**src/conv_status_pkg.sv**
```systemverilog
// Purpose: Shared constants and carrier types for the converter status register bank.
// Assumes: Registers are 8 bits wide and are read over a simple parallel host read port.
// Notes:   Every offset, field position and code used by the logic is named here.
package conv_status_pkg;

   // Register offsets of the status group and of the watchdog flag register.
   localparam logic [7:0] ADDR_REGULATION_STATE  = 8'h21;
   localparam logic [7:0] ADDR_POWER_THERMAL     = 8'h22;
   localparam logic [7:0] ADDR_SYNC_DIRECTION    = 8'h23;
   localparam logic [7:0] ADDR_PROTECTION_FAULT  = 8'h24;
   localparam logic [7:0] ADDR_HOST_TIMER_FLAG   = 8'h25;

   // Every register and the read data resets to this value.
   localparam logic [7:0] REG_RESET_VALUE        = 8'h00;

   // Field positions in the regulation state register.
   localparam int unsigned BIT_ADC_DONE          = 7;
   localparam int unsigned BIT_INPUT_CURRENT     = 6;
   localparam int unsigned BIT_INPUT_VOLTAGE     = 5;
   localparam int unsigned BIT_HOST_TIMER        = 3;
   localparam int unsigned LSB_CONVERTER_STATE   = 0;

   // Field positions in the power and thermal register.
   localparam int unsigned BIT_POWER_GOOD        = 7;
   localparam int unsigned LSB_THERMISTOR        = 4;

   // Field positions in the sync and direction register.
   localparam int unsigned LSB_SYNC_CLOCK        = 4;
   localparam int unsigned BIT_REVERSE           = 2;

   // Field positions in the protection fault register.
   localparam int unsigned BIT_INPUT_UV          = 7;
   localparam int unsigned BIT_INPUT_OV          = 6;
   localparam int unsigned BIT_BATTERY_OC        = 5;
   localparam int unsigned BIT_BATTERY_OV        = 4;
   localparam int unsigned BIT_THERMAL_SHUTDOWN  = 3;
   localparam int unsigned BIT_DRIVER_SUPPLY     = 1;

   // Converter state codes.
   localparam logic [2:0] CONV_NOT_SWITCHING     = 3'h0;
   localparam logic [2:0] CONV_CONSTANT_CURRENT  = 3'h3;
   localparam logic [2:0] CONV_CV_FIRST          = 3'h4;
   localparam logic [2:0] CONV_CV_SECOND         = 3'h5;
   localparam logic [2:0] CONV_CV_THIRD          = 3'h6;

   // Thermistor region codes.
   localparam logic [2:0] TS_NORMAL              = 3'h0;
   localparam logic [2:0] TS_WARM                = 3'h1;
   localparam logic [2:0] TS_COOL                = 3'h2;
   localparam logic [2:0] TS_COLD                = 3'h3;
   localparam logic [2:0] TS_HOT                 = 3'h4;

   // Sync pin state codes.
   localparam logic [1:0] SYNC_NO_CLOCK          = 2'h0;
   localparam logic [1:0] SYNC_VALID_CLOCK       = 2'h1;
   localparam logic [1:0] SYNC_PIN_FAULT         = 2'h2;

   // Live conditions from the analog side, all asynchronous to clk_i.
   typedef struct packed {
      logic       adc_conversion_done;            // Conversion finished.
      logic       hardware_current_limit_pin;     // Regulating on the limit pin.
      logic       programmed_input_current_target;// Regulating on the programmed target.
      logic       forward_input_voltage_limit;    // Forward input voltage loop engaged.
      logic       reverse_system_voltage_target;  // Reverse system voltage loop engaged.
      logic       host_timer_expired;             // Serial host watchdog expired.
      logic [2:0] converter_state;                // Converter state code.
      logic       input_power_good;               // Input power good.
      logic [2:0] thermistor_region;              // Thermistor region code.
      logic [1:0] external_sync_clock_pin;        // Sync pin state code.
      logic       reverse_direction;              // Converter runs in reverse.
      logic       input_undervoltage;             // Input under-voltage protection.
      logic       input_overvoltage;              // Input over-voltage protection.
      logic       battery_overcurrent;            // Battery over-current detected.
      logic       battery_overvoltage;            // Battery over-voltage protection.
      logic       thermal_shutdown;               // Thermal shutdown protection.
      logic       gate_driver_supply_pin;         // Driver supply out of valid range.
      logic       battery_only_mode;              // Running from the battery alone.
   } analog_status_s;

   // One host access on the register port.
   typedef struct packed {
      logic       rd_en;                          // Read strobe, one cycle.
      logic       wr_en;                          // Write strobe, one cycle.
      logic [7:0] addr;                           // Register offset.
      logic [7:0] wr_data;                        // Write data, discarded.
   } host_access_s;

   // Images of the four status registers.
   typedef struct packed {
      logic [7:0] regulation_state_reg;           // Offset 0x21 image.
      logic [7:0] power_thermal_state_reg;        // Offset 0x22 image.
      logic [7:0] sync_direction_state_reg;       // Offset 0x23 image.
      logic [7:0] protection_fault_state_reg;     // Offset 0x24 image.
   } status_image_s;

endpackage

```
**src/converter_status_registers.sv**
```systemverilog
// Purpose: Read-only status register bank of a buck-boost converter controller.
// Assumes: Analog conditions arrive asynchronously; mode controls come from clk_i logic.
// Notes:   Images refresh every cycle; a read returns the image one cycle later.
`timescale 1ns/1ps

// Operation
// RULE1 - ADC done shown only in one-shot mode
// RULE2 - Input current loop bit from pin or target
// RULE3 - Input voltage loop bit, forward or reverse
// RULE4 - Watchdog expired bit follows host timer
// RULE5 - Converter state code in low three bits
// RULE6 - Power good bit follows input power
// RULE7 - Thermistor region code in bits six to four
// RULE8 - Sync pin state code in bits five, four
// RULE9 - Reverse direction bit follows converter direction
// RULE10 - Input under-voltage bit follows protection
// RULE11 - Input over-voltage bit follows protection
// RULE12 - Battery over-current bit follows detection
// RULE13 - Battery over-voltage bit follows protection
// RULE14 - Thermal shutdown bit follows protection
// RULE15 - Driver supply fault bit when out of range
// RULE16 - Driver fault forced high, battery-only, ADC off
// RULE17 - Registers at 0x21 to 0x24, reset zero
// RULE18 - Watchdog flag latches rising edge, clears on read
// RULE19 - Writes ignored, reserved bits read zero
module converter_status_registers
   import conv_status_pkg::*;
(
   input  wire logic           clk_i, // System clock, 20 MHz.
   input  wire logic           srst_i, // Synchronous reset, active high.
   input  wire analog_status_s conditions_i, // Live analog conditions, asynchronous.
   input  wire logic           one_shot_mode_i, // ADC in one-shot conversion mode.
   input  wire logic           adc_enabled_i, // ADC enabled.
   input  wire host_access_s   host_i, // Host register access request.
   output logic [7:0]          rd_data_o, // Read data, registered.
   output logic                rd_valid_o, // Read data valid, one-cycle pulse.
   output logic                host_timer_interrupt_flag_o // Sticky watchdog flag.
);

   // Converter state codes outside the documented set read as not switching,
   // so a glitching analog encoder never shows a reserved code to the host.
   function automatic logic [2:0] clean_converter_state(input logic [2:0] code);
      case (code)
         CONV_CONSTANT_CURRENT, CONV_CV_FIRST, CONV_CV_SECOND, CONV_CV_THIRD: begin
            return code;
         end
         default: begin
            return CONV_NOT_SWITCHING;
         end
      endcase
   endfunction

   // Thermistor codes beyond hot are undefined and read as normal.
   function automatic logic [2:0] clean_thermistor_region(input logic [2:0] code);
      case (code)
         TS_WARM, TS_COOL, TS_COLD, TS_HOT: begin
            return code;
         end
         default: begin
            return TS_NORMAL;
         end
      endcase
   endfunction

   // The reserved sync code reads as no external clock.
   function automatic logic [1:0] clean_sync_state(input logic [1:0] code);
      case (code)
         SYNC_VALID_CLOCK, SYNC_PIN_FAULT: begin
            return code;
         end
         default: begin
            return SYNC_NO_CLOCK;
         end
      endcase
   endfunction

   // All state of the bank outside the synchroniser and the flag latch in one record.
   typedef struct packed {
      status_image_s image;                       // Four status register images.
      logic [7:0]    rd_data;                     // Captured read data.
      logic          rd_valid;                    // Read answer pulse.
   } bank_state_s;

   bank_state_s    state;       // Registered state.
   bank_state_s    next_state;  // Next state.
   analog_status_s live;        // Conditions after synchronisation.
   logic           flag_clear;  // Host reads the flag register.
   logic           flag;        // Sticky watchdog flag.
   logic [7:0]     flag_image;  // Flag register as read.

   // Every analog condition crosses through the three-stage filter. The cost is
   // four cycles of delay, far below any analog settling time.
   status_input_sync #(
      .WIDTH ($bits(analog_status_s))
   ) u_sync (
      .clk_i  (clk_i),
      .srst_i (srst_i),
      .async_i(conditions_i),
      .sync_o (live)
   );

   // A flag read is any accepted read of the flag offset.
   assign flag_clear = host_i.rd_en && (host_i.addr == ADDR_HOST_TIMER_FLAG); // RULE18

   // Sticky flag on a rising edge of the filtered watchdog status.
   host_timer_flag_latch u_flag (
      .clk_i                       (clk_i),
      .srst_i                      (srst_i),
      .status_bit_i                (live.host_timer_expired),
      .clear_i                     (flag_clear),
      .host_timer_interrupt_flag_o (flag)
   );

   // Flag register: only the watchdog flag is kept, other positions read zero.
   always_comb begin
      flag_image                 = REG_RESET_VALUE;
      flag_image[BIT_HOST_TIMER] = flag; // RULE18
   end

   // Build the register images and answer host reads.
   always_comb begin
      next_state = state;

      // Regulation state register; bits not written here stay zero.
      next_state.image.regulation_state_reg = REG_RESET_VALUE; // RULE19
      // Done is meaningless in continuous mode, so it is gated by the mode.
      next_state.image.regulation_state_reg[BIT_ADC_DONE] =
         live.adc_conversion_done & one_shot_mode_i; // RULE1
      // Either current limit source puts the loop in regulation.
      next_state.image.regulation_state_reg[BIT_INPUT_CURRENT] =
         live.hardware_current_limit_pin | live.programmed_input_current_target; // RULE2
      // Forward input limit or reverse system target drive the voltage loop.
      next_state.image.regulation_state_reg[BIT_INPUT_VOLTAGE] =
         live.forward_input_voltage_limit | live.reverse_system_voltage_target; // RULE3
      // The expired bit is a level that falls again in normal operation.
      next_state.image.regulation_state_reg[BIT_HOST_TIMER] = live.host_timer_expired; // RULE4
      next_state.image.regulation_state_reg[LSB_CONVERTER_STATE +: 3] =
         clean_converter_state(live.converter_state); // RULE5

      // Power and thermal register.
      next_state.image.power_thermal_state_reg = REG_RESET_VALUE; // RULE19
      next_state.image.power_thermal_state_reg[BIT_POWER_GOOD] = live.input_power_good; // RULE6
      next_state.image.power_thermal_state_reg[LSB_THERMISTOR +: 3] =
         clean_thermistor_region(live.thermistor_region); // RULE7

      // Sync and direction register.
      next_state.image.sync_direction_state_reg = REG_RESET_VALUE; // RULE19
      next_state.image.sync_direction_state_reg[LSB_SYNC_CLOCK +: 2] =
         clean_sync_state(live.external_sync_clock_pin); // RULE8
      next_state.image.sync_direction_state_reg[BIT_REVERSE] = live.reverse_direction; // RULE9

      // Protection fault register.
      next_state.image.protection_fault_state_reg = REG_RESET_VALUE; // RULE19
      next_state.image.protection_fault_state_reg[BIT_INPUT_UV] = live.input_undervoltage; // RULE10
      next_state.image.protection_fault_state_reg[BIT_INPUT_OV] = live.input_overvoltage; // RULE11
      next_state.image.protection_fault_state_reg[BIT_BATTERY_OC] = live.battery_overcurrent; // RULE12
      next_state.image.protection_fault_state_reg[BIT_BATTERY_OV] = live.battery_overvoltage; // RULE13
      next_state.image.protection_fault_state_reg[BIT_THERMAL_SHUTDOWN] = live.thermal_shutdown; // RULE14
      // Without the ADC nothing measures the driver supply on battery alone, so
      // the bit is pinned high rather than reporting a stale comparison.
      next_state.image.protection_fault_state_reg[BIT_DRIVER_SUPPLY] =
         live.gate_driver_supply_pin | // RULE15
         (live.battery_only_mode & ~adc_enabled_i); // RULE16

      // Reads answer one cycle after the strobe; data holds until the next read.
      next_state.rd_valid = host_i.rd_en;
      if (host_i.rd_en) begin
         if (host_i.addr == ADDR_REGULATION_STATE) begin // RULE17
            next_state.rd_data = state.image.regulation_state_reg;
         end else if (host_i.addr == ADDR_POWER_THERMAL) begin // RULE17
            next_state.rd_data = state.image.power_thermal_state_reg;
         end else if (host_i.addr == ADDR_SYNC_DIRECTION) begin // RULE17
            next_state.rd_data = state.image.sync_direction_state_reg;
         end else if (host_i.addr == ADDR_PROTECTION_FAULT) begin // RULE17
            next_state.rd_data = state.image.protection_fault_state_reg;
         end else if (host_i.addr == ADDR_HOST_TIMER_FLAG) begin
            next_state.rd_data = flag_image; // RULE18
         end else begin
            // Offsets outside this bank read as zero.
            next_state.rd_data = REG_RESET_VALUE;
         end
      end
      // Write strobes and write data are deliberately never looked at.  RULE19
   end

   // Register the whole record; reset returns every image to zero.
   always_ff @(posedge clk_i) begin
      if (srst_i) begin
         state <= '0; // RULE17
      end else begin
         state <= next_state;
      end
   end

   // Read outputs come straight from the registered record; the flag output comes from the latch.
   assign rd_data_o                   = state.rd_data;
   assign rd_valid_o                  = state.rd_valid;
   assign host_timer_interrupt_flag_o = flag;

endmodule

```
**src/status_input_sync.sv**
```systemverilog
// Purpose: Brings a vector of asynchronous condition inputs into the clk_i domain.
// Assumes: Each bit is an independent level; no bus coherence is needed between bits.
// Notes:   Four flops per bit; a bit changes only once stages two and three agree.
`timescale 1ns/1ps
module status_input_sync
   import conv_status_pkg::*;
#(
   parameter int unsigned WIDTH = 8               // Number of bits carried.
) (
   input  wire logic             clk_i,           // System clock.
   input  wire logic             srst_i,          // Synchronous reset, active high.
   input  wire logic [WIDTH-1:0] async_i,         // Raw levels from the analog side.
   output logic      [WIDTH-1:0] sync_o           // Filtered levels in clk_i domain.
);

   // All state of the synchroniser in one record.
   typedef struct packed {
      logic [WIDTH-1:0] meta;                     // First stage, read only by second.
      logic [WIDTH-1:0] mid;                      // Second stage.
      logic [WIDTH-1:0] last;                     // Third stage.
      logic [WIDTH-1:0] held;                     // Accepted value.
   } sync_state_s;

   sync_state_s state;       // Registered state.
   sync_state_s next_state;  // Next state.

   // A bit moves only when the two settled stages agree, which rejects a single
   // stray sample after a metastable first stage.
   always_comb begin
      next_state.meta = async_i;
      next_state.mid  = state.meta;
      next_state.last = state.mid;
      next_state.held = (state.mid & state.last) | (state.held & (state.mid | state.last));
   end

   // Register the whole record; reset clears every stage.
   always_ff @(posedge clk_i) begin
      if (srst_i) begin
         state <= '0;
      end else begin
         state <= next_state;
      end
   end

   assign sync_o = state.held;

endmodule

```
**src/host_timer_flag_latch.sv**
```systemverilog
// Purpose: Sticky flag raised on a rising edge of the host timer expired bit.
// Assumes: The clear request is a one-cycle pulse marking a host read of the flag.
// Notes:   A rising edge in the clearing cycle keeps the flag set.
`timescale 1ns/1ps
module host_timer_flag_latch
   import conv_status_pkg::*;
(
   input  wire logic clk_i,                       // System clock.
   input  wire logic srst_i,                      // Synchronous reset, active high.
   input  wire logic status_bit_i,                // Host timer expired bit, synchronous.
   input  wire logic clear_i,                     // Host read of the flag, one cycle.
   output logic      host_timer_interrupt_flag_o  // Sticky flag.
);

   // All state of the latch in one record.
   typedef struct packed {
      logic prev;                                 // Previous status bit for edge detect.
      logic flag;                                 // Sticky flag.
   } flag_state_s;

   flag_state_s state;       // Registered state.
   flag_state_s next_state;  // Next state.

   // Set has priority over clear so an edge seen during the read is not lost.
   always_comb begin
      next_state.prev = status_bit_i;
      next_state.flag = (status_bit_i & ~state.prev) | (state.flag & ~clear_i); // RULE18
   end

   // Register the record.
   always_ff @(posedge clk_i) begin
      if (srst_i) begin
         state <= '0;
      end else begin
         state <= next_state;
      end
   end

   assign host_timer_interrupt_flag_o = state.flag;

endmodule

```
**config.mk**
```make
export PLATFORM = sky130hd
export DESIGN_NAME = converter_status_registers
export DESIGN_NICKNAME = d
export VERILOG_FILES = /design/src/conv_status_pkg.sv /design/src/converter_status_registers.sv /design/src/status_input_sync.sv /design/src/host_timer_flag_latch.sv
export SDC_FILE = /design/constraint.sdc
export NUM_CORES = 1
export LEC_CHECK = 0
export ABC_AREA = 0
export BUFFER_PORTS_ARGS = -buffer_cell sky130_fd_sc_hd__buf_2
export CORE_MARGIN = 1.5
export CORE_UTILIZATION = 50
export DETAILED_ROUTE_END_ITERATION = 7
export GPL_TIMING_DRIVEN = 1
export PLACE_DENSITY = 0.82
export REMOVE_ABC_BUFFERS = 1
export SYNTH_ARGS = -nofsm -noshare
export SYNTH_HDL_FRONTEND = slang
export SYNTH_SLANG_ARGS = --single-unit
```
**constraint.sdc**
```tcl
create_clock -name clk_i -period 1.1 [get_ports clk_i]
set_clock_uncertainty 0.15 [all_clocks]
set_input_delay 0.165 -clock clk_i [delete_from_list [all_inputs] [get_ports clk_i]]
set_output_delay 0.165 -clock clk_i [all_outputs]
set_load 0.05 [all_outputs]
```
Word level (Yosys, flattened, before mapping)
Index checks and enable logic that the tools add are counted.

storage, ports and cells
  register bits = 135
  input port bits = 45
  output and inout port bits = 10
  logic and storage cells = 64

cells by class
  eq/ne operators = 15
  muxes and demuxes = 5
  bitwise gates (word level) = 18
  reductions and logical operators = 7

operators with widths
  operator            count
  $and 23x23->23      2
  $or 23x23->23       2
  $eq 8x6->1 const B  5
  $mux 8              4
  $eq 3x3->1 const B  4
  $eq 3x2->1 const B  3
  $reduce_or 2->1     4
  $reduce_or 4->1     2
  $not 1->1           6
  $and 1x1->1         4
  $mux 4              1
  $or 1x1->1          4
  $eq 3x1->1 const B  1
  $eq 2x1->1 const B  1
  $eq 2x2->1 const B  1
  $logic_and 1x1->1   1

Logic depth before layout (Yosys ltp)
  word-level depth = 6
  depth in mapped cells = 5
  mapped depth without buffers = 4

Modules after synthesis
From an unflattened synthesis, not the netlist that was laid out.

unflattened totals
  cells, all modules = 392
  area, all modules = 4,126.5 um^2

modules (own cells, without submodules)
  module                      instances  cells each  area an instance (um^2)  seq. area each (um^2)
  status_input_sync           1          263         2,815.2                  1,841.8
  converter_status_registers  1          123         1,243.7                  580.6
  host_timer_flag_latch       1          6           67.6                     40.0

Worst setup path before layout
OpenSTA, ideal clock, no wires.

  path kind = reg2reg
  from = reg u_flag.state (netlist bit u_flag.host_timer_interrupt_flag_o)
  to = reg state (netlist bit rd_data_o[3])
  setup time = 88 ps
  arrival time = 1,123 ps
  data required time = 862 ps
  slack = -261 ps
  stages on the path, launching flop included = 4
  buffers on the path = 0
  clock period less this slack = 1,361 ps
  cells stage by stage = dfxtp_1 mux2_4 a22oi_2 o32ai_2

between the ends
  word-level cells in the longest chain between the ends = 5

ends and longest elaborated chain
  item                    line                               text
  start, declared         host_timer_flag_latch.sv:21        flag_state_s state;
  start signal, assigned  host_timer_flag_latch.sv:35        state <= next_state;
  $mux 4                  converter_status_registers.sv:176  end else if (host_i.addr == ADDR_HOST_TIMER_FLAG) begin
  $mux 8                  converter_status_registers.sv:174  end else if (host_i.addr == ADDR_PROTECTION_FAULT) begin
  $mux 8                  converter_status_registers.sv:172  end else if (host_i.addr == ADDR_SYNC_DIRECTION) begin
  $mux 8                  converter_status_registers.sv:170  end else if (host_i.addr == ADDR_POWER_THERMAL) begin
  $mux 8                  converter_status_registers.sv:168  if (host_i.addr == ADDR_REGULATION_STATE) begin
  end signal, assigned    converter_status_registers.sv:191  state <= next_state;
  end, declared           converter_status_registers.sv:84   bank_state_s state;

No other way between the ends.
A chain may end at the register's enable or synchronous reset.

Worst setup path in the final report
  from = reg u_flag.state (netlist bit u_flag.host_timer_interrupt_flag_o)
  to = out host_timer_interrupt_flag_o

RTL lines
  item           line                              text
  end, declared  converter_status_registers.sv:37  output logic host_timer_interrupt_flag_o

No word-level cell between the ends.

==> out/qor.txt <==
Unique masters post-synth: 32
Reg2reg path depth: 4
Leak Pwr: 2.07 nW
Die Span Y: 91.2 um
RSZ-0062 raised after global routing: true
GR Util met1: 18.6%
Post-synth EDFFs: 0
Worst setup EP type: output pin
TritonCTS buffer count: 17
Cell Area, Placed: 0.00417 sq mm
WP data arrival: 1.01 ns
Status: complete, but fails checks
H-tree Lvls: 4
First-pass GRT wire length: 11800 um
Kind of critical path: flip-flop to output pin
Clk buf depth: 2
Vias: 2711
Cells after synthesis: 365
Slew headroom: 69.1%
GRT busiest layer: met2
Reg-to-reg critical path endpoint: rd_data_o[3]
CTS tree: built
Synth warn: 0
Post-synth top flop: dfxtp_1
Final-layout fill cell count: 491
Crit-path cells: buf_8
GRT met3 Usage: 7.29%
Total gr overflow: 0
Synth top area share: 62.8%
Hold Path Depth: 4
Ant diodes: 0
Crit start category: flip-flop
Hold EP: rd_data_o[3]
Critical path fanouts, max: 2
Antenna violations before repair: 0
Via density: 4.82
Final HPWL DP: 3820 um
Setup TNS: -2.64 ns
Maximum clock frequency: 0.755 GHz
Die span in x: 91.2 um
Sequential area share after synthesis: 62.8%
Setup violators final: 16
DRC: 0
Post-route insts no fill: 563
Flop2flop setup slack: -0.13 ns
FF+latch count, synth: 122
Final Hold Vio Count: 4
PwrDens: 2070 mW/mm^2
Top cells by count, synth: dfxtp_1, nor2b_1, a21oi_1
Slew Viols, Final: 0
Total Die Area: 0.00831 sq mm
Ranking of synthesized cells by area: dfxtp_1, nor2b_1, a21oi_1
Mean Syn Cell Area: 10.7 sq um
Clk slew on worst S/H paths: 0.06 ns
DRT Pass-1 Iters: 5
Final Util: 72.3%
WL final: 7150 um
Yosys top cell by area: dfxtp_1
Tcrit/Tclk final: 120%
Port Buffers: 45
Layout area overhead: 37.0%
CP max stage delay: 0.36 ns
Failing checks: hold timing, setup timing
Met2 global-route usage: 32.8%
Largest net degree at the start of global routing: 33
Worst skew pair latency: 0.51 ns
Worst slew pin tran: 0.464 ns
Hold Crit Start: host_i[15]
Hold slack: -0.101 ns
Root Buffer: clkbuf_8
CP top delay family: flip-flops
Slowest cell on crit path: dfxtp_4
Gpl congestion: 0.792
Worst r2r src: u_flag.host_timer_interrupt_flag_o
Most common cell in the netlist: dfxtp_1
Pre-CTS setup slack: -0.174 ns
Worst min-delay path class: input port to flip-flop
Row count: 31
Worst vdd ir: 1010 uV
GRT Resource Usage Total: 18.5%
MaxCap Viol Count: 0
Inst Count DP: 494
Vias in the first global route: 2710
Buffers & Inverters on Critical Path: 1
Final WS setup: -0.225 ns
Total design power: 11.0 mW
DRT iter0 DRCs: 149
Sink Count: 122
Crit path required time: 0.78 ns
Finished Cell Area: 0.00533 sq mm
NumNets Final: 496
Core Area: 0.00737 sq mm
Wire length per cell: 12.7 um
Mapped cell area: 0.00389 sq mm
Ratio of cells with drive above 1 in the final layout: 24.6%
Post-synthesis async set-or-reset flop share: 0%
IO Count: 55
Initial Util: 52.8%
Post-route ant nets: 0
Post-route minimum period: 1.33 ns
-- cell type report --
class / count / area (sq um) / share of cell area, %
flip-flops and latches: 122 / 2460 / 46.1
multi-input cells: 213 / 1300 / 24.4
repair buffers: 91 / 769 / 14.4
clock buffers: 19 / 432 / 8.10
clock inverters: 13 / 223 / 4.18
well taps: 99 / 124 / 2.33
inverters: 6 / 22.5 / 0.423
-- state kept, by name (all words and copies together), names as in the netlist --
signal / flops
u_sync.next_state: 46
u_sync.state: 23
u_sync.sync_o: 23
state: 20
rd_data_o: 8
rd_valid_o: 1
u_flag.host_timer_interrupt_flag_o: 1
-- per-layer routing --
layer	routed length, um	up-vias
met3	342	18
met1	3000	1244
met2	3670	75
li1	-	1374
met4	145	0
met5	0	-
-- cells by family after synthesis --
logic type	count (synthesis)	synth area share [%]
AND/OR/NAND/NOR	141	21.3
XOR/XNOR	2	0.451
buffers and inverters	30	4.31
multiplexers	4	1.19
AO/OA/AOI/OAI	66	9.95
flip-flops	122	62.8
-- worst max path at each step --
stage                                        from  cells past startpoint  slack (ns)                     endpoint
2_1_floorplan  u_flag.host_timer_interrupt_flag_o                      3       -0.26                 rd_data_o[3]
6_report       u_flag.host_timer_interrupt_flag_o                      1       -0.23  host_timer_interrupt_flag_o
3_3_place_gp                            host_i[8]                      5       -0.11                 rd_data_o[5]
4_1_cts                              rd_data_o[5]                      1       -0.24                 rd_data_o[5]
3_5_place_dp                            host_i[8]                      5       -0.17                 rd_data_o[7]
5_1_grt        u_flag.host_timer_interrupt_flag_o                      1       -0.27  host_timer_interrupt_flag_o
-- cells in the final DEF, fill, tap and decap left out, drive strengths merged --
| cell type | netlist | layout |
|---|---|---|
| o32ai | 6 | 6 |
| o311ai | 1 | 1 |
| nor2 | 11 | 11 |
| nor3b | 8 | 8 |
| inv | 6 | 6 |
| mux2 | 2 | 2 |
| nand4b | 1 | 1 |
| a211oi | 2 | 2 |
| mux2i | 2 | 2 |
| nand3 | 1 | 1 |
| dfxtp | 122 | 122 |
| nand2b | 8 | 8 |
| a21oi | 31 | 31 |
| nand3b | 2 | 2 |
| xnor2 | 2 | 2 |
| and2b | 1 | 1 |
| clkinvlp | 0 | 3 |
| dlymetal6s4s | 0 | 1 |
| bufinv | 0 | 6 |
| nor2b | 79 | 79 |
| nand4 | 2 | 2 |
| clkbuf | 3 | 19 |
| and3 | 1 | 1 |
| clkinv | 0 | 4 |
| nand2 | 25 | 25 |
| nor4b | 1 | 1 |
| a22oi | 1 | 1 |
| a221oi | 1 | 1 |
| o21ai | 24 | 24 |
| and3b | 1 | 1 |
| buf | 21 | 60 |
| dlygate4sd3 | 0 | 30 |
-- where the power goes --
group          leakage [nW]  switching [mW]  internal (mW)
clock network         0.314            1.86           4.17
logic                 0.760           0.175          0.228
registers              1.00          0.0396           4.53
total                  2.07            2.08           8.93
-- repair_timing --
item / 4_1_cts / 5_1_grt
gates resized for setup: 40 / 9
pin swaps: 2 / 2
hold buffers: 31 / 1
buffers inserted: 4 / 2
setup endpoints to repair: 11 / 49
endpoints found under the hold margin: 61 / 9
(Power assumes the default switching activity.)
